**config.mk**
```make
export PLATFORM = sky130hd
export DESIGN_NAME = piss_source_select
export DESIGN_NICKNAME = d
export VERILOG_FILES = /design/src/core/piss_pkg.sv /design/src/core/piss_source_select.sv
export SDC_FILE = /design/constraint.sdc
export NUM_CORES = 1
export LEC_CHECK = 0
export BUFFER_PORTS_ARGS = -buffer_cell sky130_fd_sc_hd__buf_2
export CAP_MARGIN = 5
export CORE_MARGIN = 1.5
export CORE_UTILIZATION = 40
export CTS_BUF_LIST = sky130_fd_sc_hd__clkbuf_16
export DETAILED_ROUTE_END_ITERATION = 8
export GPL_ROUTABILITY_DRIVEN = 0
export PLACE_DENSITY = 0.74
export SLEW_MARGIN = 20
export SYNTH_ARGS = -nofsm -noshare
export SYNTH_HDL_FRONTEND = slang
export SYNTH_SLANG_ARGS = --single-unit
```
**constraint.sdc**
```tcl
create_clock -name core_clk -period 1.3 [get_ports core_clk]
set_input_delay 0.195 -clock core_clk [delete_from_list [all_inputs] [get_ports core_clk]]
set_output_delay 0.195 -clock core_clk [all_outputs]
set_load 0.01 [all_outputs]
```
**src/core/piss_pkg.sv**
```systemverilog
// Purpose: constants and carrier types for the peripheral input source select block
// Assumes: 16-bit source-select registers reached over 32-bit APB
// Notes: offsets are register indices; byte address is four times the index
package piss_pkg;
    // ========================================
    // register map
    localparam logic [7:0] PISS_IDX_PWM_SEL = 8'h18;
    localparam logic [7:0] PISS_IDX_DAC_SEL = 8'h19;
    localparam logic [9:0] PISS_ADDR_PWM_SEL = {PISS_IDX_PWM_SEL, 2'b00};
    localparam logic [9:0] PISS_ADDR_DAC_SEL = {PISS_IDX_DAC_SEL, 2'b00};
    localparam logic [15:0] PISS_RST_PWM_SEL = 16'h0000;
    localparam logic [15:0] PISS_RST_DAC_SEL = 16'h0000;
    // writable bits; reserved bits store and read as zero
    localparam logic [15:0] PISS_MASK_PWM_SEL = 16'h29FF;
    localparam logic [15:0] PISS_MASK_DAC_SEL = 16'h0077;
    // ========================================
    // field positions
    localparam int PISS_POS_FAULT_TWO = 13;
    localparam int PISS_POS_FAULT_ONE = 11;
    localparam int PISS_POS_PAIR_TWO = 6;
    localparam int PISS_POS_PAIR_ONE = 3;
    localparam int PISS_POS_PAIR_ZERO = 0;
    localparam int PISS_POS_DAC1 = 4;
    localparam int PISS_POS_DAC0 = 0;
    // ========================================
    // source codes
    localparam logic [2:0] PISS_PAIR_PIN = 3'h0;
    localparam logic [2:0] PISS_PAIR_TIMER = 3'h1;
    localparam logic [2:0] PISS_PAIR_ADC = 3'h2;
    localparam logic [2:0] PISS_PAIR_CMPA = 3'h3;
    localparam logic [2:0] PISS_PAIR_CMPB = 3'h4;
    localparam logic [2:0] PISS_DSYNC_PIT = 3'h0;
    localparam logic [2:0] PISS_DSYNC_PWM = 3'h3;
    localparam logic [2:0] PISS_DSYNC_TA0 = 3'h4;
    localparam logic [2:0] PISS_DSYNC_TA1 = 3'h5;
    // ========================================
    // carriers
    typedef struct packed {
        logic paddr_ok;
        logic [31:0] prdata;
        logic pready;
        logic pslverr;
    } piss_apb_rsp_t;
    typedef struct packed {
        logic force_en;
        logic even_val;
        logic odd_val;
    } piss_pair_force_t;
endpackage : piss_pkg

```
**src/core/piss_source_select.sv**
```systemverilog
// Purpose: selects sources for PWM fault and pair inputs and DAC sync inputs
// Assumes: peripheral sources share core_clk; pins and pin enables are asynchronous
// Notes: one-cycle APB answer, outputs registered
//
// Design decision made here: the APB slave port.
`timescale 1ns/100ps
`default_nettype none
// What this block does
// - fault-two bit 13: 0 takes pin, 1 takes comparator B
// - fault-one bit 11: 0 takes pin, 1 takes comparator A
// - pair-two field bits 8:6: timer A3, ADC two, comp A, comp B; 000 reserved
// - ADC two above high limit two forces PWM4 low, PWM5 high
// - ADC two below low limit two forces PWM4 high, PWM5 low
// - pair-one field bits 5:3: pin, timer A2, ADC one, comp A, comp B
// - ADC one beyond limits forces PWM2/PWM3 opposite levels
// - pair-zero field bits 2:0: pin, timer A0, ADC zero, comp A, comp B
// - ADC zero beyond limits forces PWM0/PWM1 opposite levels
// - DAC1 sync field bits 6:4: interval timer, PWM sync, timer A0, A1
// - DAC0 sync field bits 2:0 uses the same coding
// - pin with peripheral-enable low is not a peripheral source
module piss_source_select #(
    parameter int ADC_W = 12
) (
    // clock and reset
    input wire logic core_clk,
    input wire logic rst,
    // apb slave
    input wire logic psel,
    input wire logic penable,
    input wire logic pwrite,
    input wire logic [31:0] paddr,
    input wire logic [31:0] pwdata,
    input wire logic [3:0] pstrb,
    output logic [31:0] prdata,
    output logic pready,
    output logic pslverr,
    // external pins and their peripheral enables (asynchronous)
    input wire logic fault_two_pin,
    input wire logic fault_one_pin,
    input wire logic [1:0] pair_pin,
    input wire logic [3:0] pin_peripheral_enable,
    // on-chip sources
    input wire logic comparator_a_out,
    input wire logic comparator_b_out,
    input wire logic timer_a_ch0,
    input wire logic timer_a_ch1,
    input wire logic timer_a_ch2,
    input wire logic timer_a_ch3,
    input wire logic interval_timer_zero_out,
    input wire logic pwm_reload_sync,
    input wire logic [ADC_W-1:0] adc_result_zero,
    input wire logic [ADC_W-1:0] adc_result_one,
    input wire logic [ADC_W-1:0] adc_result_two,
    input wire logic [ADC_W-1:0] high_limit_zero,
    input wire logic [ADC_W-1:0] high_limit_one,
    input wire logic [ADC_W-1:0] high_limit_two,
    input wire logic [ADC_W-1:0] low_limit_zero,
    input wire logic [ADC_W-1:0] low_limit_one,
    input wire logic [ADC_W-1:0] low_limit_two,
    // to peripherals
    output logic pwm_fault_two_in,
    output logic pwm_fault_one_in,
    output logic [2:0] pwm_pair_src,
    output logic [2:0] pwm_pair_force,
    output logic [5:0] pwm_force_val,
    output logic dac1_sync_in,
    output logic dac0_sync_in
);
    import piss_pkg::*;

    // ========================================
    // pin synchronisers; [0] feeds only [1]
    logic [3:0] pin_raw;
    logic [3:0] pin_meta;
    logic [3:0] pin_sync;
    logic [3:0] pen_meta;
    logic [3:0] pen_sync;
    assign pin_raw = {fault_two_pin, fault_one_pin, pair_pin};

    always_ff @(posedge core_clk) begin
        if (rst) begin
            pin_meta <= 4'h0;
            pin_sync <= 4'h0;
            pen_meta <= 4'h0;
            pen_sync <= 4'h0;
        end else begin
            pin_meta <= pin_raw;
            pin_sync <= pin_meta;
            pen_meta <= pin_peripheral_enable;
            pen_sync <= pen_meta;
        end
    end

    // gpio-owned pins read as zero
    logic [3:0] pin_ok;
    assign pin_ok = pin_sync & pen_sync;

    // ========================================
    // registers and apb
    logic [15:0] pwm_sel;
    logic [15:0] dac_sel;
    logic [15:0] next_pwm_sel;
    logic [15:0] next_dac_sel;
    piss_apb_rsp_t rsp;
    piss_apb_rsp_t next_rsp;
    logic setup;
    logic hit_pwm;
    logic hit_dac;
    logic [15:0] wdat;

    always_comb begin
        setup = psel && !penable;
        hit_pwm = paddr[9:0] == PISS_ADDR_PWM_SEL && paddr[31:10] == 22'h0;
        hit_dac = paddr[9:0] == PISS_ADDR_DAC_SEL && paddr[31:10] == 22'h0;
        wdat = pwdata[15:0];
        next_pwm_sel = pwm_sel;
        next_dac_sel = dac_sel;
        next_rsp = '0;
        // the access completes in the cycle after setup; writes land at that edge
        if (psel && penable && rsp.pready) begin
            if (pwrite && rsp.paddr_ok && pstrb[1:0] == 2'b11) begin
                if (hit_pwm) begin
                    next_pwm_sel = wdat & PISS_MASK_PWM_SEL;
                end else if (hit_dac) begin
                    next_dac_sel = wdat & PISS_MASK_DAC_SEL;
                end
            end
        end else if (setup) begin
            next_rsp.pready = 1'b1;
            next_rsp.paddr_ok = hit_pwm || hit_dac;
            next_rsp.pslverr = !(hit_pwm || hit_dac);
            if (!pwrite && hit_pwm) begin
                next_rsp.prdata = {16'h0000, pwm_sel};
            end else if (!pwrite && hit_dac) begin
                next_rsp.prdata = {16'h0000, dac_sel};
            end
        end
    end

    always_ff @(posedge core_clk) begin
        if (rst) begin
            pwm_sel <= PISS_RST_PWM_SEL;
            dac_sel <= PISS_RST_DAC_SEL;
            rsp <= '0;
        end else begin
            pwm_sel <= next_pwm_sel;
            dac_sel <= next_dac_sel;
            rsp <= next_rsp;
        end
    end

    assign prdata = rsp.prdata;
    assign pready = rsp.pready;
    assign pslverr = rsp.pslverr;

    // ========================================
    // source muxing
    logic [2:0] pair_code [3];
    logic [2:0] pair_tmr;
    logic [ADC_W-1:0] adc_res [3];
    logic [ADC_W-1:0] adc_hi [3];
    logic [ADC_W-1:0] adc_lo [3];
    logic [2:0] pair_pin_ok;
    logic [2:0] next_pair_src;
    logic [2:0] next_pair_force;
    logic [5:0] next_force_val;
    logic next_fault_two;
    logic next_fault_one;
    logic next_dac1;
    logic next_dac0;

    assign pair_code[0] = pwm_sel[PISS_POS_PAIR_ZERO +: 3];
    assign pair_code[1] = pwm_sel[PISS_POS_PAIR_ONE +: 3];
    assign pair_code[2] = pwm_sel[PISS_POS_PAIR_TWO +: 3];
    assign pair_tmr = {timer_a_ch3, timer_a_ch2, timer_a_ch0};
    // pair two has no pin source
    assign pair_pin_ok = {1'b0, pin_ok[1:0]};
    assign adc_res = '{adc_result_zero, adc_result_one, adc_result_two};
    assign adc_hi = '{high_limit_zero, high_limit_one, high_limit_two};
    assign adc_lo = '{low_limit_zero, low_limit_one, low_limit_two};

    for (genvar g = 0; g < 3; g++) begin : g_pair
        always_comb begin
            next_pair_src[g] = 1'b0;
            next_pair_force[g] = 1'b0;
            next_force_val[2*g +: 2] = 2'b00;
            case (pair_code[g])
                PISS_PAIR_PIN: next_pair_src[g] = pair_pin_ok[g];
                PISS_PAIR_TIMER: next_pair_src[g] = pair_tmr[g];
                PISS_PAIR_CMPA: next_pair_src[g] = comparator_a_out;
                PISS_PAIR_CMPB: next_pair_src[g] = comparator_b_out;
                PISS_PAIR_ADC: begin
                    if (adc_res[g] > adc_hi[g]) begin
                        next_pair_force[g] = 1'b1;
                        next_force_val[2*g +: 2] = 2'b10;
                    end else if (adc_res[g] < adc_lo[g]) begin
                        next_pair_force[g] = 1'b1;
                        next_force_val[2*g +: 2] = 2'b01;
                    end
                end
                default: next_pair_src[g] = 1'b0;
            endcase
        end
    end

    function automatic logic dsync(input logic [2:0] code, input logic pit, input logic psync,
                                   input logic ta0, input logic ta1);
        case (code)
            PISS_DSYNC_PIT: dsync = pit;
            PISS_DSYNC_PWM: dsync = psync;
            PISS_DSYNC_TA0: dsync = ta0;
            PISS_DSYNC_TA1: dsync = ta1;
            default: dsync = 1'b0;
        endcase
    endfunction : dsync

    always_comb begin
        next_fault_two = pwm_sel[PISS_POS_FAULT_TWO] ? comparator_b_out : pin_ok[3];
        next_fault_one = pwm_sel[PISS_POS_FAULT_ONE] ? comparator_a_out : pin_ok[2];
        next_dac1 = dsync(dac_sel[PISS_POS_DAC1 +: 3], interval_timer_zero_out, pwm_reload_sync,
                          timer_a_ch0, timer_a_ch1);
        next_dac0 = dsync(dac_sel[PISS_POS_DAC0 +: 3], interval_timer_zero_out, pwm_reload_sync,
                          timer_a_ch0, timer_a_ch1);
    end

    always_ff @(posedge core_clk) begin
        if (rst) begin
            pwm_fault_two_in <= 1'b0;
            pwm_fault_one_in <= 1'b0;
            pwm_pair_src <= 3'h0;
            pwm_pair_force <= 3'h0;
            pwm_force_val <= 6'h00;
            dac1_sync_in <= 1'b0;
            dac0_sync_in <= 1'b0;
        end else begin
            pwm_fault_two_in <= next_fault_two;
            pwm_fault_one_in <= next_fault_one;
            pwm_pair_src <= next_pair_src;
            pwm_pair_force <= next_pair_force;
            pwm_force_val <= next_force_val;
            dac1_sync_in <= next_dac1;
            dac0_sync_in <= next_dac0;
        end
    end

    // ========================================
    // checks
    a_fault_two_cmp: assert property (@(posedge core_clk) disable iff (rst)
        pwm_sel[13] |=> pwm_fault_two_in == $past(comparator_b_out))
        else $error("fault two not from comparator b");
    a_fault_one_cmp: assert property (@(posedge core_clk) disable iff (rst)
        pwm_sel[11] |=> pwm_fault_one_in == $past(comparator_a_out))
        else $error("fault one not from comparator a");
    a_pair_two_timer: assert property (@(posedge core_clk) disable iff (rst)
        pwm_sel[8:6] == 3'h1 |=> pwm_pair_src[2] == $past(timer_a_ch3))
        else $error("pair two not from timer a3");
    a_pair_two_high: assert property (@(posedge core_clk) disable iff (rst)
        pwm_sel[8:6] == 3'h2 && adc_result_two > high_limit_two
        |=> pwm_pair_force[2] && pwm_force_val[5:4] == 2'b10)
        else $error("pair two high force wrong");
    a_pair_two_low: assert property (@(posedge core_clk) disable iff (rst)
        pwm_sel[8:6] == 3'h2 && adc_result_two < low_limit_two && adc_result_two <= high_limit_two
        |=> pwm_pair_force[2] && pwm_force_val[5:4] == 2'b01)
        else $error("pair two low force wrong");
    a_pair_one_cmpb: assert property (@(posedge core_clk) disable iff (rst)
        pwm_sel[5:3] == 3'h4 |=> pwm_pair_src[1] == $past(comparator_b_out))
        else $error("pair one not from comparator b");
    a_pair_one_high: assert property (@(posedge core_clk) disable iff (rst)
        pwm_sel[5:3] == 3'h2 && adc_result_one > high_limit_one |=> pwm_force_val[3:2] == 2'b10)
        else $error("pair one high force wrong");
    a_pair_zero_cmpa: assert property (@(posedge core_clk) disable iff (rst)
        pwm_sel[2:0] == 3'h3 |=> pwm_pair_src[0] == $past(comparator_a_out))
        else $error("pair zero not from comparator a");
    a_pair_zero_low: assert property (@(posedge core_clk) disable iff (rst)
        pwm_sel[2:0] == 3'h2 && adc_result_zero < low_limit_zero && adc_result_zero <= high_limit_zero
        |=> pwm_force_val[1:0] == 2'b01)
        else $error("pair zero low force wrong");
    a_dac1_pwm_sync: assert property (@(posedge core_clk) disable iff (rst)
        dac_sel[6:4] == 3'h3 |=> dac1_sync_in == $past(pwm_reload_sync))
        else $error("dac1 sync not from pwm reload");
    a_dac0_timer_a1: assert property (@(posedge core_clk) disable iff (rst)
        dac_sel[2:0] == 3'h5 |=> dac0_sync_in == $past(timer_a_ch1))
        else $error("dac0 sync not from timer a1");
    a_pin_gated_off: assert property (@(posedge core_clk) disable iff (rst)
        !pen_sync[3] && !pwm_sel[13] |=> !pwm_fault_two_in)
        else $error("disabled pin reached fault two");
    a_reserved_code_zero: assert property (@(posedge core_clk) disable iff (rst)
        dac_sel[2:0] inside {3'h1, 3'h2, 3'h6, 3'h7} |=> !dac0_sync_in)
        else $error("reserved dac0 code not zero");
    a_pair_one_low: assert property (@(posedge core_clk) disable iff (rst)
        pwm_sel[5:3] == 3'h2 && adc_result_one < low_limit_one && adc_result_one <= high_limit_one
        |=> pwm_pair_force[1] && pwm_force_val[3:2] == 2'b01)
        else $error("pair one low force wrong");
    a_pair_zero_high: assert property (@(posedge core_clk) disable iff (rst)
        pwm_sel[2:0] == 3'h2 && adc_result_zero > high_limit_zero
        |=> pwm_pair_force[0] && pwm_force_val[1:0] == 2'b10)
        else $error("pair zero high force wrong");
    // pair two has no pin source, so its default code must stay silent
    a_pair_two_reserved: assert property (@(posedge core_clk) disable iff (rst)
        pwm_sel[8:6] == 3'h0 |=> !pwm_pair_src[2] && !pwm_pair_force[2])
        else $error("pair two default code not zero");
    a_fault_one_gated: assert property (@(posedge core_clk) disable iff (rst)
        !pen_sync[2] && !pwm_sel[11] |=> !pwm_fault_one_in)
        else $error("disabled pin reached fault one");
endmodule : piss_source_select
`default_nettype wire

```
# Word level (Yosys, flattened, before mapping)
# Cells that the tools add are included.
totals:
  wordCells: 109
  reg_bits: 82
  output_inout_bits: 50
op_classes:
  mux: 22
  eq_ne: 21
  order_cmp: 6
  bitwise: 6
  reduce_logical: 29
ops:
  columns: ["operator", "n"]
  rows:
  - ["$gt 12x12->1", 3]
  - ["$lt 12x12->1", 3]
  - ["$eq 3x2->1 const B", 8]
  - ["$logic_not 22->1", 1]
  - ["$eq 3x3->1 const B", 7]
  - ["$eq 10x7->1 const B", 2]
  - ["$pmux 1 s4", 4]
  - ["$mux 14", 1]
  - ["$logic_not 3->1", 4]
  - ["$reduce_or 3->1", 4]
  - ["$mux 1", 11]
  - ["$eq 3x1->1 const B", 3]
  - ["$logic_and 1x1->1", 9]
  - ["$mux 2", 4]
  - ["$reduce_or 2->1", 4]
  - ["$mux 7", 1]
  - ["$not 1->1", 5]
  - ["$and 4x4->4", 1]
  - ["$reduce_and 4->1", 1]
  - ["$reduce_or 4->1", 1]
  - ["$logic_not 1->1", 3]
  - ["$pmux 1 s3", 1]
  - ["$reduce_and 3->1", 1]
  - ["$eq 2x2->1 const B", 1]
  - ["$logic_or 1x1->1", 1]

# Longest topological paths before layout
# Gate-level depths: netlist of run 1.
logic_depth:
  ltp_word: 5
  mapped_depth: 7
  depth_no_buf: 7

# Worst setup path after synthesis of run 1
# No wires, ideal clock.
synth_path:
  kind: "input port to flip-flop"
  from: "input port paddr[7]"
  to: "register pwm_sel[11]"
  n_path_buf: 1
  setup_slack_ns: -0.149
  arrival_ns: 1.322
  cell_stages: 6
  path_cell_list: "nor4bb_1 -> and4_4 -> and4_4 -> buf_12 -> mux2i_1 -> nor2_1"
synth_via:
  elab_chain_len: 3
synth_lines:
  columns: ["element", "line_no", "source"]
  rows:
  - ["from (decl)", "piss_source_select.sv:31", "input wire logic [31:0] paddr,"]
  - ["$eq 10x7->1", "piss_source_select.sv:113", "hit_pwm = paddr[9:0] == PISS_ADDR_PWM_SEL && paddr[31:10] == 22'h0;"]
  - ["$logic_and 1x1->1", "piss_source_select.sv:113", null]
  - ["$reduce_and 3->1 (no source line)", null, null]
  - ["to (signal assigned)", "piss_source_select.sv:146", "pwm_sel <= next_pwm_sel;"]
  - ["to (decl)", "piss_source_select.sv:100", "logic [15:0] pwm_sel;"]
# No other way between the ends.
# A chain may end at the register's enable or synchronous reset.

# Worst setup path in the final report of run 1
layout_path:
  from: "input port paddr[7]"
  to: "register pwm_sel[5]"
# Same word-level chain as after synthesis.

==> flow_summary.ini, run 1 <==
[logic_synthesis]
yosys.area_share.simple_pct = 19.1
synth_ff_type = dfxtp_1
synth_warnings = 0
synthArstFlopShare_pct = 0
synth_top_family_by_area = adder cells
synth_edf_count = 0
syn_area_um2 = 4210
synth-seq-area-share_pct = 29.9
postSynthRegisterBits = 63
syn_avg_cell_area_um2 = 8.58
synth_compound_area_share_pct = 11.9
syn_inst = 491
synth.area.mux_share_pct = 4.52
synth.distinct_cells = 34
synth-xor-area-share_pct = 0
synthAdderAreaFrac_pct = 20.5

[finish]
post-route-util_pct = 57.5
final_cell_mix = buf_2, inv_1, ha_1, dfxtp_1, nor2_1
finalInstanceArea_um2 = 5910
drive_gt1_share_pct = 37.4
syn_to_final_growth_pct = 40.3
fillerInstances = 954
instances_no_fill = 861
regArea_um2 = 1260
layout_commonest_cell = buf_2
insertedDiodeCount = 0
nets = 986
multi_input_area_um2 = 2550

[critical_path]
crit_required_ps = 1510
path_class = input pin to flip-flop
rr_endpoint = pwm_sel[8]
cp-end-kind = flip-flop
cp_max_fo = 5
crit_start = paddr[7]
rr_startpoint = rsp[34]
cp.arrival_ps = 1520
start_kind = input pin
crit_end = pwm_sel[5]
regToRegSetupSlack_ps = -10
rr_worst_depth = 5

[sta]
fin_crit_sh_pct = 101
setup_viol_count_final = 9
skew_ps = 6.40
hold_ws_ps = 85.2
fin_ws_ps = -11.5
rsz0062_at_grt = true
max_freq_ghz = 0.762
slew_violations = 0
hold_violations = 0
fin_crit_ps = 1310
tns_ps = -49.7

[drt]
viasPerCell = 4.70
wl_per_cell_um = 12.4
dr.first_iter.drc_count = 102
wl_um = 10700
vias = 4046
drc_errors = 0
postRouteAntennaNets = 0
drt_first_pass_iters = 4

[cts]
insertion_delay_ps = 320
clock-sinks = 63
cts_buffers = 9
htreeDepth = 3
cts_tree = built
clkTransAtPathRegs_ps = 50
cts_buffer_depth = 2
clk_root_buffer_cell = clkbuf_16

[global_route]
grt_pass1_wl_um = 17100
antenna_found_initial = 0
grt-ovfl-total = 0
grt_max_degree = 24
grt.total_usage_pct = 18.8
grt_pass1_vias = 4119

[die]
io_pins = 247
die-area_um2 = 11200
num_rows = 37
initial_core_util_pct = 41.0
die_h_um = 106
fp.dieW_um = 106
coreArea_um2 = 10300

[pwr]
p_leak_nw = 3.18
p_int_mw = 4.12
p_total_mw = 5.40
netSwitchingFraction_pct = 23.7
power.share.combinational_pct = 18.1
clockPowerShare_pct = 45.5
power.density_nw_per_um2 = 914
switching_power_mw = 1.28
peakVddDrop_mv = 0.633
seqPwrFrac_pct = 36.5

[run]
drv_cap = 0

[worst_hold_path]
hold_class = input pin to flip-flop

[placed_design]
place_inst = 841
place_ws_ps = -380
io_buffer_count = 202
hpwl_um = 8810
place_area_um2 = 5430

[outcome]
violations = negative setup slack
status = finished, violations left
[cells in the mapped netlist, drive strengths merged (9+ instances only)]
cell type	n	area [um2]
o21ai	20	100
dfxtp	63	1260
ha	69	863
nor2b	30	188
inv	74	278
buf	35	283
nor2	41	154
a21oi	39	195
o211ai	9	67.6
mux2i	19	190
nand2	18	75.1
nand4	15	100
[final cells by class]
cell class | count | share of cell area (%)
multi-input combinational | 336 | 43.1
tap | 136 | 2.88
inverter | 74 | 4.70
clock buffer | 9 | 3.81
timing repair buffer | 236 | 22.6
clock inverter | 7 | 1.48
sequential | 63 | 21.4
[critical path: stages]
cell and delay (ps):
buf_6 90, nor4bb_2 280, and4_4 300, buf_4 120
and4_4 270, mux2i_1 190, nor2_1 60
[metal layers]
metal	vias up	wire [um]	track usage [%]
met1	1802	4350	20.3
met3	26	577	5.32
met2	135	5420	35.1
met5	-	0	0
li1	2083	-	-
met4	0	340	5.89
[power groups by stage]
stage	clock (mW)	combinational, mW	sequential, mW
2_1_floorplan	0	0.511	2.01
3_3_place_gp	0	0.888	2.01
3_5_place_dp	0	0.937	2.01
4_1_cts	2.51	0.949	1.97
5_1_grt	2.62	1.11	1.97
6_report	2.46	0.976	1.97
[state kept, by name, indices dropped and copies added (netlist names)]
register,cells
pen_meta,4
pwm_pair_src,3
pin_sync,4
pwm_fault_one_in,1
pin_meta,4
pwm_fault_two_in,1
pwm_pair_force,3
pen_sync,4
pwm_sel,11
pready,1
dac1_sync_in,1
dac_sel,6
rsp,1
pwm_force_val,6
prdata,11
pslverr,1
dac0_sync_in,1
[kinds of logic after synthesis]
logic type,after synthesis
other,1
flip-flops,63
buffers and inverters,113
AND/OR/NAND/NOR,140
adder cells (fa/ha/maj),69
AO/OA/AOI/OAI,86
multiplexers,19
[worst min-delay path by stage]
stage	start	endpoint	slack, ps	cells after the start
2_1_floorplan	pin_peripheral_enable[0]	pen_meta[0]	320	1
3_3_place_gp	pin_peripheral_enable[2]	pen_meta[2]	420	2
3_5_place_dp	pin_peripheral_enable[2]	pen_meta[2]	410	2
4_1_cts	pin_peripheral_enable[2]	pen_meta[2]	70	2
5_1_grt	pin_peripheral_enable[3]	pen_meta[3]	70	2
6_report	pin_peripheral_enable[2]	pen_meta[2]	90	2
[what timing repair did]
item,in CTS,in global routing
hold buffers,0,0
gates resized for setup,8,18
buffers inserted,1,2
setup endpoints to repair,26,35
pin swaps,13,23
gates cloned,1,0
Note: power is estimated with default switching activity, not from simulation.
==> run 2, diff against run 1 <==
--- a/config.mk
+++ b/config.mk
@@ -5,14 +5,16 @@
 export SDC_FILE = /design/constraint.sdc
 export NUM_CORES = 1
 export LEC_CHECK = 0
+export ABC_AREA = 1
 export BUFFER_PORTS_ARGS = -buffer_cell sky130_fd_sc_hd__buf_2
 export CAP_MARGIN = 5
 export CORE_MARGIN = 1.5
-export CORE_UTILIZATION = 40
+export CORE_UTILIZATION = 42
 export CTS_BUF_LIST = sky130_fd_sc_hd__clkbuf_16
 export DETAILED_ROUTE_END_ITERATION = 8
 export GPL_ROUTABILITY_DRIVEN = 0
-export PLACE_DENSITY = 0.74
+export PLACE_DENSITY = 0.75
+export REMOVE_ABC_BUFFERS = 1
 export SLEW_MARGIN = 20
 export SYNTH_ARGS = -nofsm -noshare
 export SYNTH_HDL_FRONTEND = slang
==> flow_summary.ini, run 2 <==
[finish]
layout_commonest_cell = buf_2
instances_no_fill = 1048
multi_input_area_um2 = 2600
regArea_um2 = 1260
insertedDiodeCount = 0
fillerInstances = 1085
final_cell_mix = buf_2, inv_1, nand2_1, nor2_1, ha_1
drive_gt1_share_pct = 30.6
nets = 1171
syn_to_final_growth_pct = 32.7

[sta]
fin_ws_ps = 78.3
skew_ps = 3.05
max_freq_ghz = 0.819
hold_violations = 0
slew_violations = 0
setup_viol_count_final = 0
rsz0062_at_grt = true
fin_crit_ps = 1220
fin_crit_sh_pct = 94.0

[die]
fp.dieW_um = 109
initial_core_util_pct = 43.1
num_rows = 38
io_pins = 247
die_h_um = 109
coreArea_um2 = 10900
die-area_um2 = 11800

[pwr]
switching_power_mw = 1.27
netSwitchingFraction_pct = 23.8
seqPwrFrac_pct = 37.1
p_leak_nw = 3.73
clockPowerShare_pct = 45.7
peakVddDrop_mv = 0.764
p_int_mw = 4.05
power.density_nw_per_um2 = 854
power.share.combinational_pct = 17.2

[logic_synthesis]
postSynthRegisterBits = 63
synth_most_common_cell = inv_1
yosys.area.top_type = dfxtp_1
synthTopCellsByCount = inv_1, nand2_1, nor2_1
synthArstFlopShare_pct = 0
syn_inst = 684
synth_top_area_share_pct = 26.9
synth-seq-area-share_pct = 26.9
synth_area_leaders = dfxtp_1, ha_1, inv_1
synth_ff_type = dfxtp_1
synth.distinct_cells = 31
synth_warnings = 0
synth_edf_count = 0
syn_area_um2 = 4700
syn_avg_cell_area_um2 = 6.87

[global_route]
antenna_found_initial = 0
grt-ovfl-total = 0
grt_max_degree = 19
grt_pass1_wl_um = 18500
grt_pass1_vias = 4424
grt.total_usage_pct = 19.5

[cts]
insertion_delay_ps = 320
clkTransAtPathRegs_ps = 50
postCtsHoldBufs = 0
clk_root_buffer_cell = clkbuf_16
cts_buffer_depth = 2
cts_buffers = 9
htreeDepth = 3
clock-sinks = 63
cts_tree = built

[critical_path]
cp-end-kind = flip-flop
cp.arrival_ps = 1480
path_class = flip-flop to flip-flop
crit_required_ps = 1560
critPathSlowestCell = dfxtp_1
cp_cell_sequence = nand4_1 > nor2_8 > buf_12 > nand3_4 > nand2_2 > inv_1 > nor2_1
cpPeakStageDelay_ps = 310
cp_max_fo = 18
start_kind = flip-flop

[drt]
vias = 4680
postRouteAntennaNets = 0
wl_um = 11000
dr.first_iter.drc_count = 172
drc_errors = 0
wl_per_cell_um = 10.5
viasPerCell = 4.47
drt_first_pass_iters = 5

[worst_hold_path]
hold_class = input pin to flip-flop

[placed_design]
place_ws_ps = -106
place_inst = 1033
hpwl_um = 9340
io_buffer_count = 202

[outcome]
status = finished clean

[run]
drv_cap = 0
run 2: changes by cell type in the layout (fill, tap and decap cells not counted), sizes merged, moves of 7 or more:
cell    delta
nor4       -7
mux2i     -19
nand2    +101
nand3     +29
nand4     +10
o211ai     -9
nor2b     -30
inv       +88
nor2      +46
run 2: cells by family after synthesis:
logic type | count (synthesis) | share of synthesized area (%)
AOI/OAI and AO/OA | 71 | 7.83
adders and majority gates | 69 | 18.4
buffers and inverters | 205 | 19.9
DFF | 63 | 26.9
other | 1 | 0.0799
and+or+nand+nor | 275 | 27.0
run 2: worst max-delay path, delay by kind of cell, from the launching register on:
kind          cells  cell delay (ps)
buf+inv           2              200
flops             1              310
simple gates      5              660
run 2: what timing repair did:
item                                    in CTS  in global routing
cloned                                       0                  0
endpoints found under the setup margin       1                  5
resized for setup                            1                  7
pin swaps                                    0                  2
setup buffers                                0                  1
run 2: per-layer routing:
metal / global-route usage (%) / share of wire, %
met3: 6.28 / 7.4
met5: 0 / 0
met2: 34.5 / 48
met4: 6.67 / 1.9
met1: 22.1 / 42
run 2: power groups by stage:
stage	clock [mW]	sequential (mW)	combinational (mW)
3_3_place_gp	0	2.01	0.895
6_report	2.43	1.97	0.917
3_5_place_dp	0	2.01	0.916
4_1_cts	2.48	1.97	0.921
5_1_grt	2.57	1.97	1.08
2_1_floorplan	0	2.01	0.467
run 2: worst paths after layout:
kind                                  start           to  slack, ps  depth (start not counted)
worst max-delay path                rsp[34]   dac_sel[4]         80                          7
worst min-delay path            pair_pin[1]  pin_meta[1]         70                          3
worst max register to register      rsp[34]   dac_sel[4]         80                          7
worst min register to register  pen_meta[0]  pen_sync[0]        400                          2
run 2: final cells by class:
type / instances / share of cell area [%]
clock buffers: 9 / 3.62
clock inverters: 5 / 1.21
inverters: 162 / 9.76
multi-input cells: 436 / 41.8
flip-flops and latches: 63 / 20.2
well taps: 140 / 2.81
repair buffers: 233 / 20.6
run 2: metrics by stage:
step / power [mW] / hold slack [ps] / area [um2] / TNS [ps] / util, %
detailed placement: 2.93 / 393 / 5900 / -2900 / 54.1
CTS: 5.37 / 63.5 / 6200 / 0 / 57.0
finish: 5.32 / 70.9 / 6230 / 0 / 57.2
global placement: 2.90 / 392 / 5900 / -2090 / 54.1
global route: 5.62 / 67.7 / 6230 / -57.6 / 57.2
floorplan: 2.48 / 264 / 4450 / -2330 / -
